$ cat src/verilog/bxj_pkg.sv
// What this block does
// - R0-R3 bank one, R4-R11 bank two
// - bank one select: 0 main, 1 alternate
// - bank two select: 0 main, 1 alternate
// - inactive copies keep their contents
// - jump only when selected flag equals state bit
// - sign-extend 8-bit displacement, add to counter
// - displacement adds to next instruction address
// - flag select codes map zero through tx full
// - data-available code 6 mapped by decode
// - condition-code forms reduce to flag tests
// - transceiver forms test flag one or zero
// - untaken jump takes two cycles
// - taken jump takes three cycles
package bxj_pkg;

  // ----------------------------------------------------------------
  // instruction formats
  // ----------------------------------------------------------------
  localparam logic [3:0] JUMP_OPCODE = 4'hd;
  localparam logic [8:0] SWAP_OPCODE = 9'h15d;
  localparam logic [2:0] SWAP_LOW    = 3'h0;

  typedef struct packed {
    logic [3:0] opcode;
    logic       wantState;
    logic [2:0] flagSel;
    logic [7:0] disp;
  } bxj_jump_t;

  typedef struct packed {
    logic [8:0] opcode;
    logic [1:0] irqCtl;
    logic       firstSel;
    logic       secondSel;
    logic [2:0] low;
  } bxj_swap_t;

  localparam logic [1:0] IRQ_KEEP     = 2'h0;
  localparam logic [1:0] IRQ_RESERVED = 2'h1;
  localparam logic [1:0] IRQ_SET      = 2'h2;
  localparam logic [1:0] IRQ_CLEAR    = 2'h3;

  // flag select codes
  localparam logic [2:0] SEL_ZERO     = 3'h0;
  localparam logic [2:0] SEL_CARRY    = 3'h1;
  localparam logic [2:0] SEL_OVERFLOW = 3'h2;
  localparam logic [2:0] SEL_NEGATIVE = 3'h3;
  localparam logic [2:0] SEL_RX_ACT   = 3'h4;
  localparam logic [2:0] SEL_RX_ERR   = 3'h5;
  localparam logic [2:0] SEL_RX_DATA  = 3'h6;
  localparam logic [2:0] SEL_TX_FULL  = 3'h7;

  // flag bit positions in condition_code_reg and transceiver_status_reg
  localparam int CCR_ZERO_BIT = 0;
  localparam int CCR_CARRY_BIT = 1;
  localparam int CCR_OVERFLOW_BIT = 2;
  localparam int CCR_NEGATIVE_BIT = 3;
  localparam int TSR_DATA_AVAIL_BIT = 3;
  localparam int TSR_RX_ACTIVE_BIT = 4;
  localparam int TSR_RX_ERROR_BIT = 5;
  localparam int TSR_TX_FULL_BIT = 7;

  // ----------------------------------------------------------------
  // register banks
  // ----------------------------------------------------------------
  localparam int NUM_SWITCHED = 12;
  localparam int FIRST_BANK_SIZE = 4;

  // ----------------------------------------------------------------
  // register port
  // ----------------------------------------------------------------
  localparam int ADDR_W = 5;

  typedef struct packed {
    logic [ADDR_W-1:0] addr;
    logic [7:0]        wdata;
    logic              wr;
    logic              rd;
  } bxj_reg_req_t;

  localparam logic [ADDR_W-1:0] REG_LAST_GPR   = 5'h0b;
  localparam logic [ADDR_W-1:0] REG_CCR        = 5'h0c;
  localparam logic [ADDR_W-1:0] REG_TSR        = 5'h0d;
  localparam logic [ADDR_W-1:0] REG_CTRL       = 5'h0e;
  localparam logic [ADDR_W-1:0] REG_STATUS     = 5'h0f;
  localparam logic [ADDR_W-1:0] REG_PC_LO      = 5'h10;
  localparam logic [ADDR_W-1:0] REG_PC_HI      = 5'h11;
  localparam logic [ADDR_W-1:0] REG_CNT_TAKEN  = 5'h12;
  localparam logic [ADDR_W-1:0] REG_CNT_SKIP   = 5'h13;
  localparam logic [ADDR_W-1:0] REG_CNT_SWAP   = 5'h14;

  localparam int CTRL_RUN_BIT = 0;
  localparam int ST_FIRST_ALT_BIT = 0;
  localparam int ST_SECOND_ALT_BIT = 1;
  localparam int ST_IRQ_EN_BIT = 2;
  localparam int ST_BUSY_BIT = 3;
  localparam int ST_RESERVED_BIT = 4;
  localparam int ST_UNKNOWN_BIT = 5;

  localparam logic [7:0]  CCR_RESET  = 8'h00;
  localparam logic [7:0]  CTRL_RESET = 8'h00;
  localparam logic [15:0] PC_RESET   = 16'h0000;
  localparam logic [15:0] PC_STEP    = 16'h0001;
  localparam logic [7:0]  CNT_STEP   = 8'h01;

  // one-hot execution states, one per instruction cycle
  typedef enum logic [2:0] {
    ST_IDLE   = 3'b001,
    ST_EXEC   = 3'b010,
    ST_BRANCH = 3'b100
  } bxj_state_t;

endpackage

$ cat src/verilog/bxj_bank_regs.sv
`timescale 1ns/1ps
`default_nettype none
module bxj_bank_regs
  import bxj_pkg::*;
(
  input  wire logic       clk,       // core clock
  input  wire logic       rst,       // async reset, active high
  input  wire logic       firstAlt,  // bank one uses alternate copy
  input  wire logic       secondAlt, // bank two uses alternate copy
  input  wire logic       wrEn,      // write active copy
  input  wire logic [3:0] wrIdx,     // register index to write
  input  wire logic [7:0] wrData,    // write value
  input  wire logic [3:0] rdIdx,     // register index to read
  output logic      [7:0] rdData     // active copy value
);

  logic [7:0] active [NUM_SWITCHED];

  // ----------------------------------------------------------------
  // main and alternate copy per switched register
  // ----------------------------------------------------------------
  for (genvar i = 0; i < NUM_SWITCHED; i++) begin : gReg
    logic [7:0] main_q;
    logic [7:0] alt_q;
    logic       useAlt;
    assign useAlt = (i < FIRST_BANK_SIZE) ? firstAlt : secondAlt;
    // only the active copy is ever written, the other one holds
    always_ff @(posedge clk or posedge rst) begin
      if (rst) begin
        main_q <= 8'h00;
        alt_q  <= 8'h00;
      end else if (wrEn && wrIdx == 4'(i)) begin
        if (useAlt) begin
          alt_q <= wrData;
        end else begin
          main_q <= wrData;
        end
      end
    end
    assign active[i] = useAlt ? alt_q : main_q;
  end

  assign rdData = (rdIdx <= REG_LAST_GPR[3:0]) ? active[rdIdx] : 8'h00;

endmodule
`default_nettype wire

$ cat src/verilog/bxj_flag_select.sv
`timescale 1ns/1ps
`default_nettype none
module bxj_flag_select
  import bxj_pkg::*;
(
  input  wire logic [7:0] condition_code_reg,       // condition_code_reg
  input  wire logic [7:0] transceiver_status_reg,       // transceiver_status_reg
  input  wire logic [2:0] flagSel,   // flag select field
  input  wire logic       wantState, // required flag state
  output logic            met        // condition met
);

  logic flag;

  // select code and bit position differ for data available
  always_comb begin
    case (flagSel)
      SEL_ZERO:     flag = condition_code_reg[CCR_ZERO_BIT];
      SEL_CARRY:    flag = condition_code_reg[CCR_CARRY_BIT];
      SEL_OVERFLOW: flag = condition_code_reg[CCR_OVERFLOW_BIT];
      SEL_NEGATIVE: flag = condition_code_reg[CCR_NEGATIVE_BIT];
      SEL_RX_ACT:   flag = transceiver_status_reg[TSR_RX_ACTIVE_BIT];
      SEL_RX_ERR:   flag = transceiver_status_reg[TSR_RX_ERROR_BIT];
      SEL_RX_DATA:  flag = transceiver_status_reg[TSR_DATA_AVAIL_BIT];
      default:      flag = transceiver_status_reg[TSR_TX_FULL_BIT];
    endcase
  end

  assign met = (flag == wantState);

endmodule
`default_nettype wire

$ cat src/verilog/bxj_exec_unit.sv
`timescale 1ns/1ps
`default_nettype none
module bxj_exec_unit
  import bxj_pkg::*;
(
  input  wire logic         clk,         // core clock, 250 MHz
  input  wire logic         rst,         // async reset, active high
  // instruction stream
  input  wire logic         instrValid,  // instruction word present
  input  wire logic [15:0]  instrWord,   // instruction word
  output logic              instrReady,  // unit takes the word
  output logic      [15:0]  pcOut,       // address of next instruction
  // transceiver side
  input  wire logic [7:0]   tsrIn,       // transceiver_status_reg value
  // register port
  input  wire bxj_reg_req_t regReq,      // address, data and strobes
  output logic      [7:0]   regRdata,    // read data, cycle after read
  // state outputs
  output logic              irqEnable,   // global_irq_enable
  output logic              firstAltOut, // bank one alternate active
  output logic              secondAltOut // bank two alternate active
);

  // ----------------------------------------------------------------
  // state
  // ----------------------------------------------------------------
  bxj_state_t state_q;
  logic [15:0] instr_q;
  logic [15:0] pc_q;
  logic [7:0]  ccr_q;
  logic [7:0]  ctrl_q;
  logic        firstAlt_q;
  logic        secondAlt_q;
  logic        irqEn_q;
  logic        reservedSeen_q;
  logic        unknownSeen_q;
  logic [7:0]  cntTaken_q;
  logic [7:0]  cntSkip_q;
  logic [7:0]  cntSwap_q;
  logic [7:0]  rdata_q;

  bxj_jump_t   jumpFmt;
  bxj_swap_t   swapFmt;
  logic        isJump;
  logic        isSwap;
  logic        condMet;
  logic        takeInstr;
  logic        busy;
  logic [15:0] dispExt;
  logic [7:0]  gprRdata;
  logic        gprWrite;

  assign jumpFmt = bxj_jump_t'(instr_q);
  assign swapFmt = bxj_swap_t'(instr_q);
  assign isJump  = (jumpFmt.opcode == JUMP_OPCODE);
  assign isSwap  = (swapFmt.opcode == SWAP_OPCODE) && (swapFmt.low == SWAP_LOW);

  assign busy       = (state_q != ST_IDLE);
  assign instrReady = !busy && ctrl_q[CTRL_RUN_BIT];
  assign takeInstr  = instrValid && instrReady;

  // ----------------------------------------------------------------
  // submodules
  // ----------------------------------------------------------------
  bxj_flag_select uFlag (
    .condition_code_reg       (ccr_q),
    .transceiver_status_reg       (tsrIn),
    .flagSel   (jumpFmt.flagSel),
    .wantState (jumpFmt.wantState),
    .met       (condMet)
  );

  assign gprWrite = regReq.wr && (regReq.addr <= REG_LAST_GPR);

  bxj_bank_regs uRegs (
    .clk       (clk),
    .rst       (rst),
    .firstAlt  (firstAlt_q),
    .secondAlt (secondAlt_q),
    .wrEn      (gprWrite),
    .wrIdx     (regReq.addr[3:0]),
    .wrData    (regReq.wdata),
    .rdIdx     (regReq.addr[3:0]),
    .rdData    (gprRdata)
  );

  // ----------------------------------------------------------------
  // instruction sequencing
  // ----------------------------------------------------------------
  // word taken in the first cycle, acted on in the second,
  // a taken jump spends a third cycle loading the counter
  always_ff @(posedge clk or posedge rst) begin
    if (rst) begin
      state_q <= ST_IDLE;
    end else begin
      case (state_q)
        ST_IDLE: begin
          if (takeInstr) begin
            state_q <= ST_EXEC;
          end
        end
        ST_EXEC: begin
          if (isJump && condMet) begin
            state_q <= ST_BRANCH;
          end else begin
            state_q <= ST_IDLE;
          end
        end
        ST_BRANCH: begin
          state_q <= ST_IDLE;
        end
        default: begin
          state_q <= ST_IDLE;
        end
      endcase
    end
  end

  always_ff @(posedge clk or posedge rst) begin
    if (rst) begin
      instr_q <= 16'h0000;
    end else if (takeInstr) begin
      instr_q <= instrWord;
    end
  end

  // ----------------------------------------------------------------
  // program counter
  // ----------------------------------------------------------------
  assign dispExt = {{8{jumpFmt.disp[7]}}, jumpFmt.disp};

  // the counter already points past the jump when the sum is formed
  always_ff @(posedge clk or posedge rst) begin
    if (rst) begin
      pc_q <= PC_RESET;
    end else if (takeInstr) begin
      pc_q <= pc_q + PC_STEP;
    end else if (state_q == ST_BRANCH) begin
      pc_q <= pc_q + dispExt;
    end else if (!busy && regReq.wr && regReq.addr == REG_PC_LO) begin
      pc_q <= {pc_q[15:8], regReq.wdata};
    end else if (!busy && regReq.wr && regReq.addr == REG_PC_HI) begin
      pc_q <= {regReq.wdata, pc_q[7:0]};
    end
  end

  assign pcOut = pc_q;

  // ----------------------------------------------------------------
  // bank selection and interrupt enable
  // ----------------------------------------------------------------
  always_ff @(posedge clk or posedge rst) begin
    if (rst) begin
      firstAlt_q  <= 1'b0;
      secondAlt_q <= 1'b0;
    end else if (state_q == ST_EXEC && isSwap) begin
      firstAlt_q  <= swapFmt.firstSel;
      secondAlt_q <= swapFmt.secondSel;
    end
  end

  always_ff @(posedge clk or posedge rst) begin
    if (rst) begin
      irqEn_q <= 1'b0;
    end else if (state_q == ST_EXEC && isSwap) begin
      case (swapFmt.irqCtl)
        IRQ_SET:   irqEn_q <= 1'b1;
        IRQ_CLEAR: irqEn_q <= 1'b0;
        default:   irqEn_q <= irqEn_q;
      endcase
    end
  end

  assign irqEnable    = irqEn_q;
  assign firstAltOut  = firstAlt_q;
  assign secondAltOut = secondAlt_q;

  // ----------------------------------------------------------------
  // condition codes
  // ----------------------------------------------------------------
  // only software loads the codes; neither instruction touches them
  always_ff @(posedge clk or posedge rst) begin
    if (rst) begin
      ccr_q <= CCR_RESET;
    end else if (regReq.wr && regReq.addr == REG_CCR) begin
      ccr_q <= regReq.wdata;
    end
  end

  always_ff @(posedge clk or posedge rst) begin
    if (rst) begin
      ctrl_q <= CTRL_RESET;
    end else if (regReq.wr && regReq.addr == REG_CTRL) begin
      ctrl_q <= regReq.wdata;
    end
  end

  // ----------------------------------------------------------------
  // sticky status, write one to clear, a new event wins the clear
  // ----------------------------------------------------------------
  logic statusWr;
  logic reservedEvt;
  logic unknownEvt;

  assign statusWr    = regReq.wr && regReq.addr == REG_STATUS;
  assign reservedEvt = state_q == ST_EXEC && isSwap && swapFmt.irqCtl == IRQ_RESERVED;
  assign unknownEvt  = state_q == ST_EXEC && !isSwap && !isJump;

  always_ff @(posedge clk or posedge rst) begin
    if (rst) begin
      reservedSeen_q <= 1'b0;
    end else if (reservedEvt) begin
      reservedSeen_q <= 1'b1;
    end else if (statusWr && regReq.wdata[ST_RESERVED_BIT]) begin
      reservedSeen_q <= 1'b0;
    end
  end

  always_ff @(posedge clk or posedge rst) begin
    if (rst) begin
      unknownSeen_q <= 1'b0;
    end else if (unknownEvt) begin
      unknownSeen_q <= 1'b1;
    end else if (statusWr && regReq.wdata[ST_UNKNOWN_BIT]) begin
      unknownSeen_q <= 1'b0;
    end
  end

  // ----------------------------------------------------------------
  // activity counters, wrap at 8 bits
  // ----------------------------------------------------------------
  always_ff @(posedge clk or posedge rst) begin
    if (rst) begin
      cntTaken_q <= 8'h00;
      cntSkip_q  <= 8'h00;
      cntSwap_q  <= 8'h00;
    end else if (state_q == ST_EXEC) begin
      if (isJump && condMet) begin
        cntTaken_q <= cntTaken_q + CNT_STEP;
      end else if (isJump) begin
        cntSkip_q <= cntSkip_q + CNT_STEP;
      end else if (isSwap) begin
        cntSwap_q <= cntSwap_q + CNT_STEP;
      end
    end
  end

  // ----------------------------------------------------------------
  // register read port
  // ----------------------------------------------------------------
  logic [7:0] statusVal;

  always_comb begin
    statusVal                    = 8'h00;
    statusVal[ST_FIRST_ALT_BIT]  = firstAlt_q;
    statusVal[ST_SECOND_ALT_BIT] = secondAlt_q;
    statusVal[ST_IRQ_EN_BIT]     = irqEn_q;
    statusVal[ST_BUSY_BIT]       = busy;
    statusVal[ST_RESERVED_BIT]   = reservedSeen_q;
    statusVal[ST_UNKNOWN_BIT]    = unknownSeen_q;
  end

  // data stands only in the cycle after the read strobe
  always_ff @(posedge clk or posedge rst) begin
    if (rst) begin
      rdata_q <= 8'h00;
    end else if (!regReq.rd) begin
      rdata_q <= 8'h00;
    end else if (regReq.addr <= REG_LAST_GPR) begin
      rdata_q <= gprRdata;
    end else if (regReq.addr == REG_CCR) begin
      rdata_q <= ccr_q;
    end else if (regReq.addr == REG_TSR) begin
      rdata_q <= tsrIn;
    end else if (regReq.addr == REG_CTRL) begin
      rdata_q <= ctrl_q;
    end else if (regReq.addr == REG_STATUS) begin
      rdata_q <= statusVal;
    end else if (regReq.addr == REG_PC_LO) begin
      rdata_q <= pc_q[7:0];
    end else if (regReq.addr == REG_PC_HI) begin
      rdata_q <= pc_q[15:8];
    end else if (regReq.addr == REG_CNT_TAKEN) begin
      rdata_q <= cntTaken_q;
    end else if (regReq.addr == REG_CNT_SKIP) begin
      rdata_q <= cntSkip_q;
    end else if (regReq.addr == REG_CNT_SWAP) begin
      rdata_q <= cntSwap_q;
    end else begin
      rdata_q <= 8'h00;
    end
  end

  assign regRdata = rdata_q;

endmodule
`default_nettype wire

$ cat config.mk
export PLATFORM = sky130hd
export DESIGN_NAME = bxj_exec_unit
export DESIGN_NICKNAME = d
export VERILOG_FILES = /design/src/verilog/bxj_pkg.sv /design/src/verilog/bxj_bank_regs.sv /design/src/verilog/bxj_flag_select.sv /design/src/verilog/bxj_exec_unit.sv
export SDC_FILE = /design/constraint.sdc
export NUM_CORES = 1
export LEC_CHECK = 0
export BUFFER_PORTS_ARGS = -buffer_cell sky130_fd_sc_hd__buf_4
export CAP_MARGIN = 20
export CORE_ASPECT_RATIO = 0.8
export CORE_UTILIZATION = 60
export DETAILED_ROUTE_END_ITERATION = 8
export PLACE_DENSITY = 0.88
export SLEW_MARGIN = 20
export SYNTH_ARGS = -nofsm -noshare
export SYNTH_HDL_FRONTEND = slang
export SYNTH_SLANG_ARGS = --single-unit
$ cat constraint.sdc
create_clock -name clk -period 17.4 [get_ports clk]
set_clock_uncertainty 0.15 [all_clocks]
set_input_delay 2.61 -clock clk [delete_from_list [all_inputs] [get_ports clk]]
set_output_delay 2.61 -clock clk [all_outputs]
set_load 0.1 [all_outputs]
==> metrics.txt <==
status=complete, no violations; period utilization=0.288; post-cts sizing count=0; critical path launch point type=input pin; sequential fraction of the synthesis area=0.483; setup violators final=0; HP Class=register to register; relative slew slack=0.274; Vert. Die Dim=about 140 microns; Die Width=176 microns; EDFF count, synth=0; post-synth top area share=0.481; max_cap viols=0; Compound-Gate Fraction of Synth Area=0.0925; largest net degree at the start of global routing=about 150; worst path required time=around 18 ns; YS warnings=0; cts bufs inserted=28; top cells by area, synth=dfrtp_1 (48%), mux2_2 (15%), mux4_2 (7.5%); fin. max-slew vios=0; Pwr Total=2.08 mW; H-tree Lvls=1; Placement Cell Area=around 0.015 sq mm; area grow syn2layout=11.8%; most frequent cells in the layout=dfrtp_1 (278), mux2_2 (189), nand2_1 (144); Main synth FF type=dfrtp_1; setup bufs post-CTS=0; Worst-path clk slew=around 0.060 ns; Fmax achieved=around 200 MHz; Synth area leader=dfrtp_1; P_leak=7.42 nW; power density of the placed cells=128 mW/mm^2; Initial DRC Count=approximately 1500; Post-Syn Area=0.0145 sq mm; Core Util, Final=0.688; I/O Pins=70; remaining routing DRC violations=0; Avg Cell Area, Syn=11.8 sq um; synthesized instance count=1227; Core Area=0.0236 sq mm; simple logic cell fraction of the synthesized area=0.110; total grt overflow=0; clk root buf=clkbuf_16; DP Wirelength=~26 mm; post-synth cell types=73; Worst Hold Path Cells=1; Final WS setup=12.38 ns; buffer depth of the longest clock path=3; Worst R2R Path Depth=8; post-synth net total=about 1300; CP Capture Type=register; #FFs+latches synth=280; most common cell after layout, fill and taps aside=dfrtp_1; CTS tree=yes; Cells after DPL=1544; Critical Path AT=5.31 ns; gr usage total=0.322; post-layout minimum cycle time=roughly 5 ns; Storage cell area=0.00701 sq mm; routability congestion estimate=around 1.0; Starting Density=0.615; layout cells sized above 1=0.300; Via density=between 6 and 7; via count=10800; Die ar.=about 0.025 sq mm; router iterations before antenna repair=9; routed len/inst=approximately 25 microns; Crit Path Max Fanout=65; Total Neg Setup Slack=0 ns; DRT Wirelength=39.3 mm; DP Worst Slack=roughly 12 ns; Slew @ Worst Pin=1.09 ns; unrepaired setup endpoints after global routing=false; Synth Area in XOR/XNOR=0.0212; worst-skew pair later-pin latency=0.56 ns; final net count=1326; cts hold-fix bufs=0; Placement Rows=50; first-pass GRT wire length=between 60 and 70 mm; fill cell count=1523; ANT nets after route=0; largest family of logic cells by synthesized area=multiplexers; final hold vios=0; Max VDD drop=0.0802 mV; vias in the first global route=about 11000; worst setup path category=input pin to register; port buffer count=roughly 70; Final Cell Area=0.0162 sq mm; mux cell area share after synthesis=0.247; Fin Hold WS=between 0.3 and 0.4 ns; CTS Sinks=280; antenna violations before repair=1; non-filler cells, final=between 1500 and 2000; Multi-input gate area=0.00709 sq mm; Synth async-reset ratio=1.00; Post-Synth Adder-Cell Area=0.0178
-- synth_stat cells, types with 17 or more instances --
cell type / number
o21ai_0: 70
mux4_2: 48
clkbuf_1: 40
dfrtp_1: 279
xnor2_1: 17
nor2_1: 40
inv_1: 21
nand3_1: 33
ha_1: 19
a21oi_1: 35
mux2i_1: 37
mux2_2: 189
nand2_1: 144
-- area by class of cell --
cell class	instances	area share
Multi-Input combinational cell	854	0.437
Sequential cell	280	0.432
Clock buffer	39	0.0494
Timing Repair Buffer	78	0.0386
Tap cell	312	0.0241
Clock inverter	13	0.0132
Inverter	22	0.00555
Antenna cell	1	0.000154
-- report_power, final --
part / total [mW] / switching (mW) / internal, mW
registers: 0.831 / 0.101 / 0.731
clock network: 0.666 / 0.268 / 0.398
logic: 0.581 / 0.365 / 0.215
total: 2.08 / 0.734 / 1.34
-- worst max-delay path: stages --
cell,delay [ns]
buf_4,0.28
buf_4,0.76
mux4_2,0.62
mux4_2,0.48
nor2b_1,0.17
o311a_1,0.33
-- per-layer routing --
layer | up-vias | global-route usage | wire (microns)
met2 | 692 | 0.470 | 17200
met1 | 5396 | 0.469 | 16100
li1 | 4617 | - | -
met5 | - | 0 | 0
met3 | 135 | 0.0957 | 4750
met4 | 0 | 0.0888 | 1200
-- logic make-up (layout without fill, tap and decap cells) --
kind of cell	Yosys count	count (layout)
DFF	280	280
other	0	1
muxes	274	274
and+or+nand+nor	321	321
adders and majority gates	20	20
AOI/OAI and AO/OA	206	206
buffers and inverters	93	152
xor gates and xnor gates	33	33
-- final timing paths --
| check | start | endpoint | slack [ns] |
|---|---|---|---|
| worst max register to register | state_q[0] | pcOut[12] | 14.22 |
| min in group asynchronous | rst | uRegs.gReg[2].alt_q[6] | 1.93 |
| worst min register to register | cntSkip_q[7] | cntSkip_q[7] | 0.33 |
| max in group asynchronous | rst | uRegs.gReg[0].main_q[0] | 13.54 |
| worst min-delay path | cntSkip_q[7] | cntSkip_q[7] | 0.33 |
| worst max-delay path | regReq[10] | regRdata[1] | 12.38 |
-- flip-flops by register name, summed over array words and instances, names as in the netlist --
register,cells
firstAltOut,1
unknownSeen_q,1
irqEnable,1
instr_q,16
ctrl_q,8
regRdata,8
uRegs.gReg.alt_q,96
reservedSeen_q,1
ccr_q,8
pcOut,16
state_q,3
uRegs.gReg.main_q,96
cntSwap_q,8
secondAltOut,1
cntSkip_q,8
cntTaken_q,8
(Power assumes the default switching activity.)
